File: src/design/sacs_params.svh
// Timing counts and widths shared by the converter sequencer and its host.
// Assumes a 50 MHz system clock on both ends.
`ifndef SACS_PARAMS_SVH
`define SACS_PARAMS_SVH
`define SACS_CLK_MHZ          50
`define SACS_RES_BITS         14
`define SACS_ACC_BITS         24
`define SACS_CAL_CYCLES       64
`define SACS_CONV_NS          600
`define SACS_CONV_CYCLES      ((`SACS_CONV_NS * `SACS_CLK_MHZ + 999) / 1000)
`define SACS_QUIET_NS         10
`define SACS_QUIET_CYCLES     (((`SACS_QUIET_NS * `SACS_CLK_MHZ + 999) / 1000) < 1 ? 1 : \
                               ((`SACS_QUIET_NS * `SACS_CLK_MHZ + 999) / 1000))
`define SACS_SCLK_DIV         4
`define SACS_ACQ_EXTRA        8
`endif

File: src/design/sacs_pkg.sv
// Types shared by the converter sequencer and its host.
// Assumes the parameter header is included where counts are needed.
package sacs_pkg;
    typedef enum {SACS_CAL, SACS_ACQ, SACS_CONV, SACS_WAITLOW} sacs_dev_e;
    typedef enum {SACS_H_IDLE, SACS_H_CONV, SACS_H_SHIFT, SACS_H_QUIET} sacs_host_e;
endpackage : sacs_pkg

File: src/design/sacs_link_if.sv
// Serial link between the converter sequencer and the host.
// Assumes the host drives start and serial clock; the device drives data out.
interface sacs_link_if;
    logic convStart;
    logic serialClk;
    logic serialData;
    logic serialDataEn;
    modport device (input convStart, input serialClk, output serialData, output serialDataEn);
    modport host   (output convStart, output serialClk, input serialData, input serialDataEn);
endinterface : sacs_link_if

File: src/design/sacs_device.sv
// Device end: calibration, acquisition, conversion and serial readout of a SAR converter.
// Assumes link pins come from outside the clock domain and are synchronised here.
// Assumes the sample word is already saturated to the code range by the front end.
// Assumes the host holds the serial clock low while a conversion runs.
// Assumes the accumulated sum fits the accumulator width; wider sums are not modelled.
//
// Summary of operation
// Calibrate at power-up, then acquire automatically.
// Track input until conversion-start rising edge.
// Host sets acquisition length freely.
// Start rising edge freezes sample, starts conversion.
// Conversion always runs to completion.
// Conversion duration is fixed internally.
// Output only after conversion and start low.
// Result shifted out most significant bit first.
// Acquisition resumes while result shifts out.
// Host leaves quiet time before next start.
// Host minimises activity during conversion.
// Sample rate is one over acquisition plus conversion.
// Host shifts all bits within acquisition time.
// One code step weighs two reference over two-to-N.
// Result coded in two's complement, sign first.
// Result saturates at full-scale codes; an accumulated sum is cut to its low bits on the wire instead.
// Serial clock pulse discards result, else accumulate.
// One bit per serial clock, then stop.
`include "sacs_params.svh"
module sacs_device
    import sacs_pkg::*;
#(
    parameter int RES_BITS  = `SACS_RES_BITS,
    parameter int ACC_BITS  = `SACS_ACC_BITS,
    parameter int CONV_CYC  = `SACS_CONV_CYCLES,
    parameter int CAL_CYC   = `SACS_CAL_CYCLES
)(
    input  wire logic                clk,
    input  wire logic                srst,
    sacs_link_if.device              link,
    input  wire logic signed [RES_BITS-1:0] sampleIn,
    output logic                     tracking,
    output logic                     converting,
    output logic                     calibrating
);
    // Phase, synchroniser stages and the result path.
    sacs_dev_e                state_r;
    logic [2:0]               startSync_r;
    logic [2:0]               clkSync_r;
    logic [15:0]              cnt_r;
    logic signed [RES_BITS-1:0] held_r;
    logic signed [ACC_BITS-1:0] acc_r;
    logic [ACC_BITS-1:0]      shift_r;
    logic [5:0]               bitsLeft_r;
    logic                     drive_r;
    logic                     discard_r;
    logic                     accValid_r;

    // Rising edge of a synchronised pin, judged on the second and third stages.
    // The first stage may still be settling, so it is never read here.
    function automatic logic riseOf(input logic [2:0] s);
        return s[1] & ~s[2];
    endfunction : riseOf

    // Falling counterpart of the edge test above.
    function automatic logic fallOf(input logic [2:0] s);
        return ~s[1] & s[2];
    endfunction : fallOf

    // Edge and level decodes of the host pins and the conversion end.
    wire startRise = riseOf(startSync_r);
    wire startLow  = ~startSync_r[1];
    wire sclkFall  = fallOf(clkSync_r);
    wire sclkRise  = riseOf(clkSync_r);
    wire convDone  = (cnt_r == 16'(CONV_CYC - 1));
    // Accumulated sum of a fresh result, or the result alone after a discard.
    wire signed [ACC_BITS-1:0] sampleExt = ACC_BITS'(held_r);
    wire signed [ACC_BITS-1:0] sumNext = (accValid_r && !discard_r) ? acc_r + sampleExt : sampleExt;

    // Synchronisers for the two host pins. Both pins come from outside this
    // clock domain, so each passes two flops before any decode reads it.
    // Reset clears them to the idle low level, so no false edge follows reset.
    always_ff @(posedge clk)
    begin
        startSync_r <= srst ? 3'h0 : {startSync_r[1:0], link.convStart};
        clkSync_r   <= srst ? 3'h0 : {clkSync_r[1:0], link.serialClk};
    end

    // Phase sequencer: calibration, acquisition, conversion, then a wait for
    // the start pin to fall. Start edges seen outside acquisition are ignored,
    // so a conversion can neither be aborted nor restarted once it runs.
    // The conversion length is a fixed count that the host cannot change.
    always_ff @(posedge clk)
    begin
        if (srst)
        begin
            state_r <= SACS_CAL;
            cnt_r   <= 16'h0;
        end
        else
        begin
            case (state_r)
                // Calibration runs once after reset with no host command.
                SACS_CAL:
                begin
                    cnt_r <= cnt_r + 16'h1;
                    if (cnt_r == 16'(CAL_CYC - 1))
                    begin
                        state_r <= SACS_ACQ;
                        cnt_r   <= 16'h0;
                    end
                end
                // Acquisition lasts until the host raises the start pin.
                SACS_ACQ:
                begin
                    if (startRise)
                        state_r <= SACS_CONV;
                end
                // Conversion counts out its fixed length and then waits.
                SACS_CONV:
                begin
                    cnt_r <= cnt_r + 16'h1;
                    if (convDone)
                    begin
                        state_r <= SACS_WAITLOW;
                        cnt_r   <= 16'h0;
                    end
                end
                // Readout begins and acquisition resumes once start is low.
                SACS_WAITLOW:
                begin
                    if (startLow)
                        state_r <= SACS_ACQ;
                end
                // An illegal phase falls back to a fresh calibration.
                default:
                    state_r <= SACS_CAL;
            endcase
        end
    end

    // Sample hold: tracks during acquisition, frozen from the start edge on.
    // The word seen in the start-edge cycle is not taken, which keeps the frozen value clean.
    always_ff @(posedge clk)
    begin
        if (srst)
            held_r <= '0;
        else if (state_r == SACS_ACQ && !startRise)
            held_r <= sampleIn;
    end

    // Result store, accumulation and discard tracking. A serial clock pulse
    // after a result exists marks it for discard, so the next conversion
    // replaces it; with no pulse the next conversion is added to it. A pulse
    // in the very cycle a result lands still counts against that result.
    always_ff @(posedge clk)
    begin
        if (srst)
        begin
            acc_r      <= '0;
            accValid_r <= 1'b0;
            discard_r  <= 1'b0;
        end
        else if (state_r == SACS_CONV && convDone)
        begin
            acc_r      <= sumNext;
            accValid_r <= 1'b1;
            discard_r  <= sclkRise;
        end
        else if (sclkRise && accValid_r)
            discard_r <= 1'b1;
    end

    // Serial shifter: loads after start low, one bit per serial clock falling edge.
    // The first bit stands on the pin before the host's first rising edge, and
    // the enable drops after the last bit or when the next conversion starts.
    // Only the low result-width bits of the store are shifted, so an accumulated
    // sum larger than one result is cut to its low bits on the wire.
    always_ff @(posedge clk)
    begin
        if (srst)
        begin
            shift_r    <= '0;
            bitsLeft_r <= 6'h0;
            drive_r    <= 1'b0;
        end
        else if (state_r == SACS_WAITLOW && startLow)
        begin
            shift_r    <= acc_r << (ACC_BITS - RES_BITS);
            bitsLeft_r <= 6'(RES_BITS);
            drive_r    <= 1'b1;
        end
        else if (state_r == SACS_CONV)
            drive_r <= 1'b0;
        else if (sclkFall && drive_r)
        begin
            shift_r    <= {shift_r[ACC_BITS-2:0], 1'b0};
            bitsLeft_r <= bitsLeft_r - 6'h1;
            if (bitsLeft_r == 6'h1)
                drive_r <= 1'b0;
        end
    end

    // Pin drivers and phase flags. The data pin shows the shifter's top bit,
    // which rests low once every bit has gone out, and the flags decode the
    // phase register directly.
    assign link.serialData   = shift_r[ACC_BITS-1];
    assign link.serialDataEn = drive_r;
    assign tracking          = (state_r == SACS_ACQ);
    assign converting        = (state_r == SACS_CONV);
    assign calibrating       = (state_r == SACS_CAL);
endmodule : sacs_device

File: src/flat_wrapper.sv
// flat-port wrapper written by rule: the top's interface ports become plain ports
module sacs_device_flat import sacs_pkg::*;
#(
    parameter int RES_BITS  = `SACS_RES_BITS,
    parameter int ACC_BITS  = `SACS_ACC_BITS,
    parameter int CONV_CYC  = `SACS_CONV_CYCLES,
    parameter int CAL_CYC   = `SACS_CAL_CYCLES
)
  (clk, srst, sampleIn, tracking, converting, calibrating, link_convStart, link_serialClk, link_serialData, link_serialDataEn);
  sacs_link_if link_i ();
  input  wire logic clk;
  input  wire logic srst;
  input  wire logic signed [RES_BITS-1:0] sampleIn;
  output logic tracking;
  output logic converting;
  output logic calibrating;
  input wire logic [$bits(link_i.convStart)-1:0] link_convStart;
  input wire logic [$bits(link_i.serialClk)-1:0] link_serialClk;
  output wire logic [$bits(link_i.serialData)-1:0] link_serialData;
  output wire logic [$bits(link_i.serialDataEn)-1:0] link_serialDataEn;
  assign link_i.convStart = link_convStart;
  assign link_i.serialClk = link_serialClk;
  assign link_serialData = link_i.serialData;
  assign link_serialDataEn = link_i.serialDataEn;
  sacs_device #(.RES_BITS(RES_BITS), .ACC_BITS(ACC_BITS), .CONV_CYC(CONV_CYC), .CAL_CYC(CAL_CYC)) u_core (.clk(clk), .srst(srst), .link(link_i), .sampleIn(sampleIn), .tracking(tracking), .converting(converting), .calibrating(calibrating));
endmodule
File: config.mk
export PLATFORM = sky130hd
export DESIGN_NAME = sacs_device_flat
export DESIGN_NICKNAME = d
export VERILOG_FILES = /design/src/design/sacs_pkg.sv /design/src/design/sacs_link_if.sv /design/src/design/sacs_device.sv /design/src/flat_wrapper.sv
export VERILOG_INCLUDE_DIRS = /design/src /design/src/design
export SDC_FILE = /design/constraint.sdc
export NUM_CORES = 1
export LEC_CHECK = 0
export BUFFER_PORTS_ARGS = -buffer_cell sky130_fd_sc_hd__buf_2
export CAP_MARGIN = 0
export CORE_ASPECT_RATIO = 2
export CORE_MARGIN = 10
export CORE_UTILIZATION = 45
export DETAILED_ROUTE_END_ITERATION = 10
export MAX_ROUTING_LAYER = met4
export PLACE_DENSITY_LB_ADDON = 0.1
export REMOVE_ABC_BUFFERS = 1
export SYNTH_ARGS = -nofsm -noshare
export SYNTH_HDL_FRONTEND = slang
export SYNTH_SLANG_ARGS = --single-unit
File: constraint.sdc
create_clock -name clk -period 2.7 [get_ports clk]
set_input_delay 0.54 -clock clk [delete_from_list [all_inputs] [get_ports clk]]
set_output_delay 0.54 -clock clk [all_outputs]
set_load 0.02 [all_outputs]
==> results.yml <==
route:
  first_pass_iters: 4
  detail-route-antenna-nets: 0
  viasPerCell: 5.45
  dr_wl_met3_um: 214
  drt_iter0_drc: 98
  met1_length_um: 3480
  wl_per_cell_um: 15.1
  dr.max_layer_used: "met4"
  finalWirelength_um: 8660
  num_vias: 3131
  dr_wl_met2_um: 4770
  drc: 0
floorplan:
  rows: 47
  io_pins: 23
  dieArea_sq_um: 12700
  die_w_um: 84.9
  die_h_um: 150
  core_sq_um: 8230
  start_util: 0.460
placed_design:
  gp_congestion: 0.849
  placed_cells: 560
  dp_hpwl_um: 6540
  port_buffers: 22
run:
  cap_violations: 0
synthesis:
  ys_seq_elements: 75
  synth_cells: 451
  yosys_most_used_dff: "dfxtp_1"
  synth.most_common_cell: "dfxtp_1"
  netlist.area_leader.share: 0.397
  synth_area_leader_cell: "dfxtp_1"
  synth_edf_count: 0
  synth.avg_cell_area_sq_um: 8.39
  synth_area_sq_um: 3790
  synth_top_cells_by_area: "dfxtp_1 40%, ha_1 7.3%, nor2_1 6.9%"
  yosysSeqAreaShare: 0.397
  ys_types: 54
  yosys_warnings: 0
  synthArstFlopShare: 0
  yosys-top-cells-count: "75 x dfxtp_1, 70 x nor2_1, 55 x nand2_1"
worst_hold_path:
  hold_class: "input pin to flip-flop"
  min_path_cells: 2
grt:
  grt_pass1_vias: 3211
  grt_first_pass_wirelength_um: 14500
  grt_max_degree: 29
  antenna_found_initial: 0
  overflow: 0
  grt_use_total: 0.144
sta:
  tightest_slew_ns: 0.587
  min_period_ns: 2.41
  period_share: 0.893
  grt_setup_unrepaired: "no"
  final-hold-violation-count: 0
  hold_slack_ns: 0.420
  final-setup-viol-count: 0
  slew_violations: 0
  max_freq_ghz: 0.415
  skew_ns: 0.00359
  finalSetupTns_ns: 0
  max_slew_margin: 0.608
setup_path:
  path_cells: "ha_1 > inv_1 > fa_1 > and2b_1 > o21ai_0 > a21boi_2 > o22ai_1 > o21ai_0 > xnor2_1 > a311oi_1"
  worstSetupStartpointType: "flip-flop"
  worst-path-max-fanout: 4
  path_class: "flip-flop to flip-flop"
  crit_cells: 10
  cpMostUsedCell: "o21ai_0"
  ff2ff_path_depth: 10
  slowest_delay_ns: 0.37
  cp_num_buf_inv: 1
  cp.required_ns: 2.94
  arrival_ns: 2.65
  end_kind: "flip-flop"
  cpMaxStageDelayCell: "fa_1"
  critPathTopFamily: "compound AO/OA/AOI/OAI gates"
power_and_ir_drop:
  intPower_uw: 2010
  peakVddDrop_mv: 0.486
  sequentialPowerShare: 0.454
  clkPwrFrac: 0.386
  p_per_area_nw_per_um2: 641
  switching_share: 0.268
  leakage_uw: 0.00174
  power_frac_comb: 0.160
  switchingPower_uw: 735
finish:
  final_layout_size_suffix_gt1_frac: 0.111
  diodes: 0
  final_core_util: 0.520
  stdcell_count: 575
  nNetsFinal: 514
  area_delta_synth_final_pct: 13.0
clock_network:
  clock_sinks: 75
  cts_made_buffers: 9
  clk_latency_ns: 0.33
  tritoncts: "yes"
  clkTransAtPathRegs_ns: 0.05
  postCtsSetupBuffers: 0
  cts_max_path_buffers: 2
  htreeDepth: 3
  root_buffer: "clkbuf_16"
run_status:
  status: "finished clean"
timing repair:
| item | 4_1_cts | 5_1_grt |
|---|---|---|
| setup endpoints to repair | 0 | 1 |
| gates resized for setup | 0 | 1 |
| hold buffers | 0 | 0 |
stage by stage:
step	worst slack [ns]	power, uW	cell area (sq um)
after detailed placement	0.176	1710	4010
after global routing	0.0636	2880	4280
after global placement	0.230	1700	4010
after CTS	0.158	2780	4270
final	0.289	2740	4280
after floorplan	0.449	1580	3690
cells in the final DEF, fill, tap and decap left out, types with 2 or more instances in the layout:
cell type  netlist  layout
or4_1            2       2
inv_1           15      15
o21a_1           3       3
nand2_1         55      55
and3_1           4       4
xor2_1          18      18
o211ai_1         5       5
a21o_1           2       2
o21ai_0         17      17
nor3_1          11      11
a21oi_1         21      21
clkbuf_1        18       2
clkinv_2         0       3
a211oi_1         8       8
o21bai_1         2       2
nand2b_1         3       3
or3_1            2       2
nand3b_1         2       2
nand3_1          9       9
clkbuf_16        0       9
mux2i_1         16      16
buf_2            2      22
a311oi_1        17      17
or2_2            2       2
xnor2_1          7       7
nor2_1          70      70
nor2b_1          9       9
nand4_1          7       7
buf_4            0      11
dfxtp_1         75      75
ha_1            22      22
cell families (layout without fill, tap and decap cells):
group	Yosys count	after routing	synth area share
multiplexers	17	17	0.0453
AND/OR/NAND/NOR	187	187	0.228
AO/OA/AOI/OAI	87	87	0.155
flip-flops	75	75	0.397
adder cells (fa/ha/maj)	23	23	0.0780
XOR/XNOR	25	25	0.0578
buffers and inverters	37	63	0.0393
power by group through the flow:
stage               combinational (uW)  clock, uW  sequential (uW)
finish                             439       1060             1240
global route                       493       1130             1260
CTS                                448       1080             1240
detailed placement                 444          0             1270
global placement                   434          0             1270
floorplan                          334          0             1250
flip-flops by register name (all words and copies together), names as in the netlist:
register and cells:
u_core.acc_r 14, u_core.accValid_r 1, u_core.cnt_r 16, u_core.discard_r 1, u_core.state_r 2, u_core.startSync_r 3, u_core.clkSync_r 3, u_core.held_r 14
u_core.bitsLeft_r 6, u_core.shift_r 14, u_core.link.serialDataEn 1
routing by layer:
layer	up-vias	global-route usage
met4	0	0.0753
met2	38	0.266
met1	1458	0.134
met5	-	-
li1	1621	-
met3	14	0.0294
layout make-up:
cell class,count,area (sq um)
clock buffers,12,246
fillers,817,3960
repair buffers,33,193
clock inverters,3,15.0
well taps,98,123
flip-flops and latches,75,1500
multi-input cells,339,2140
inverters,15,56.3
worst paths after layout:
check	slack [ns]	to	startpoint
worst max-delay path	0.29	u_core.acc_r[12]$_SDFFE_PP0P_	u_core.held_r[0]$_SDFFE_PP0P_
worst max register to register	0.29	u_core.acc_r[12]$_SDFFE_PP0P_	u_core.held_r[0]$_SDFFE_PP0P_
worst min-delay path	0.42	u_core.startSync_r[0]$_SDFF_PP0_	link_convStart
worst min register to register	0.44	u_core.clkSync_r[1]$_SDFF_PP0_	u_core.clkSync_r[0]$_SDFF_PP0_
Power figures use the tool's default switching activity.
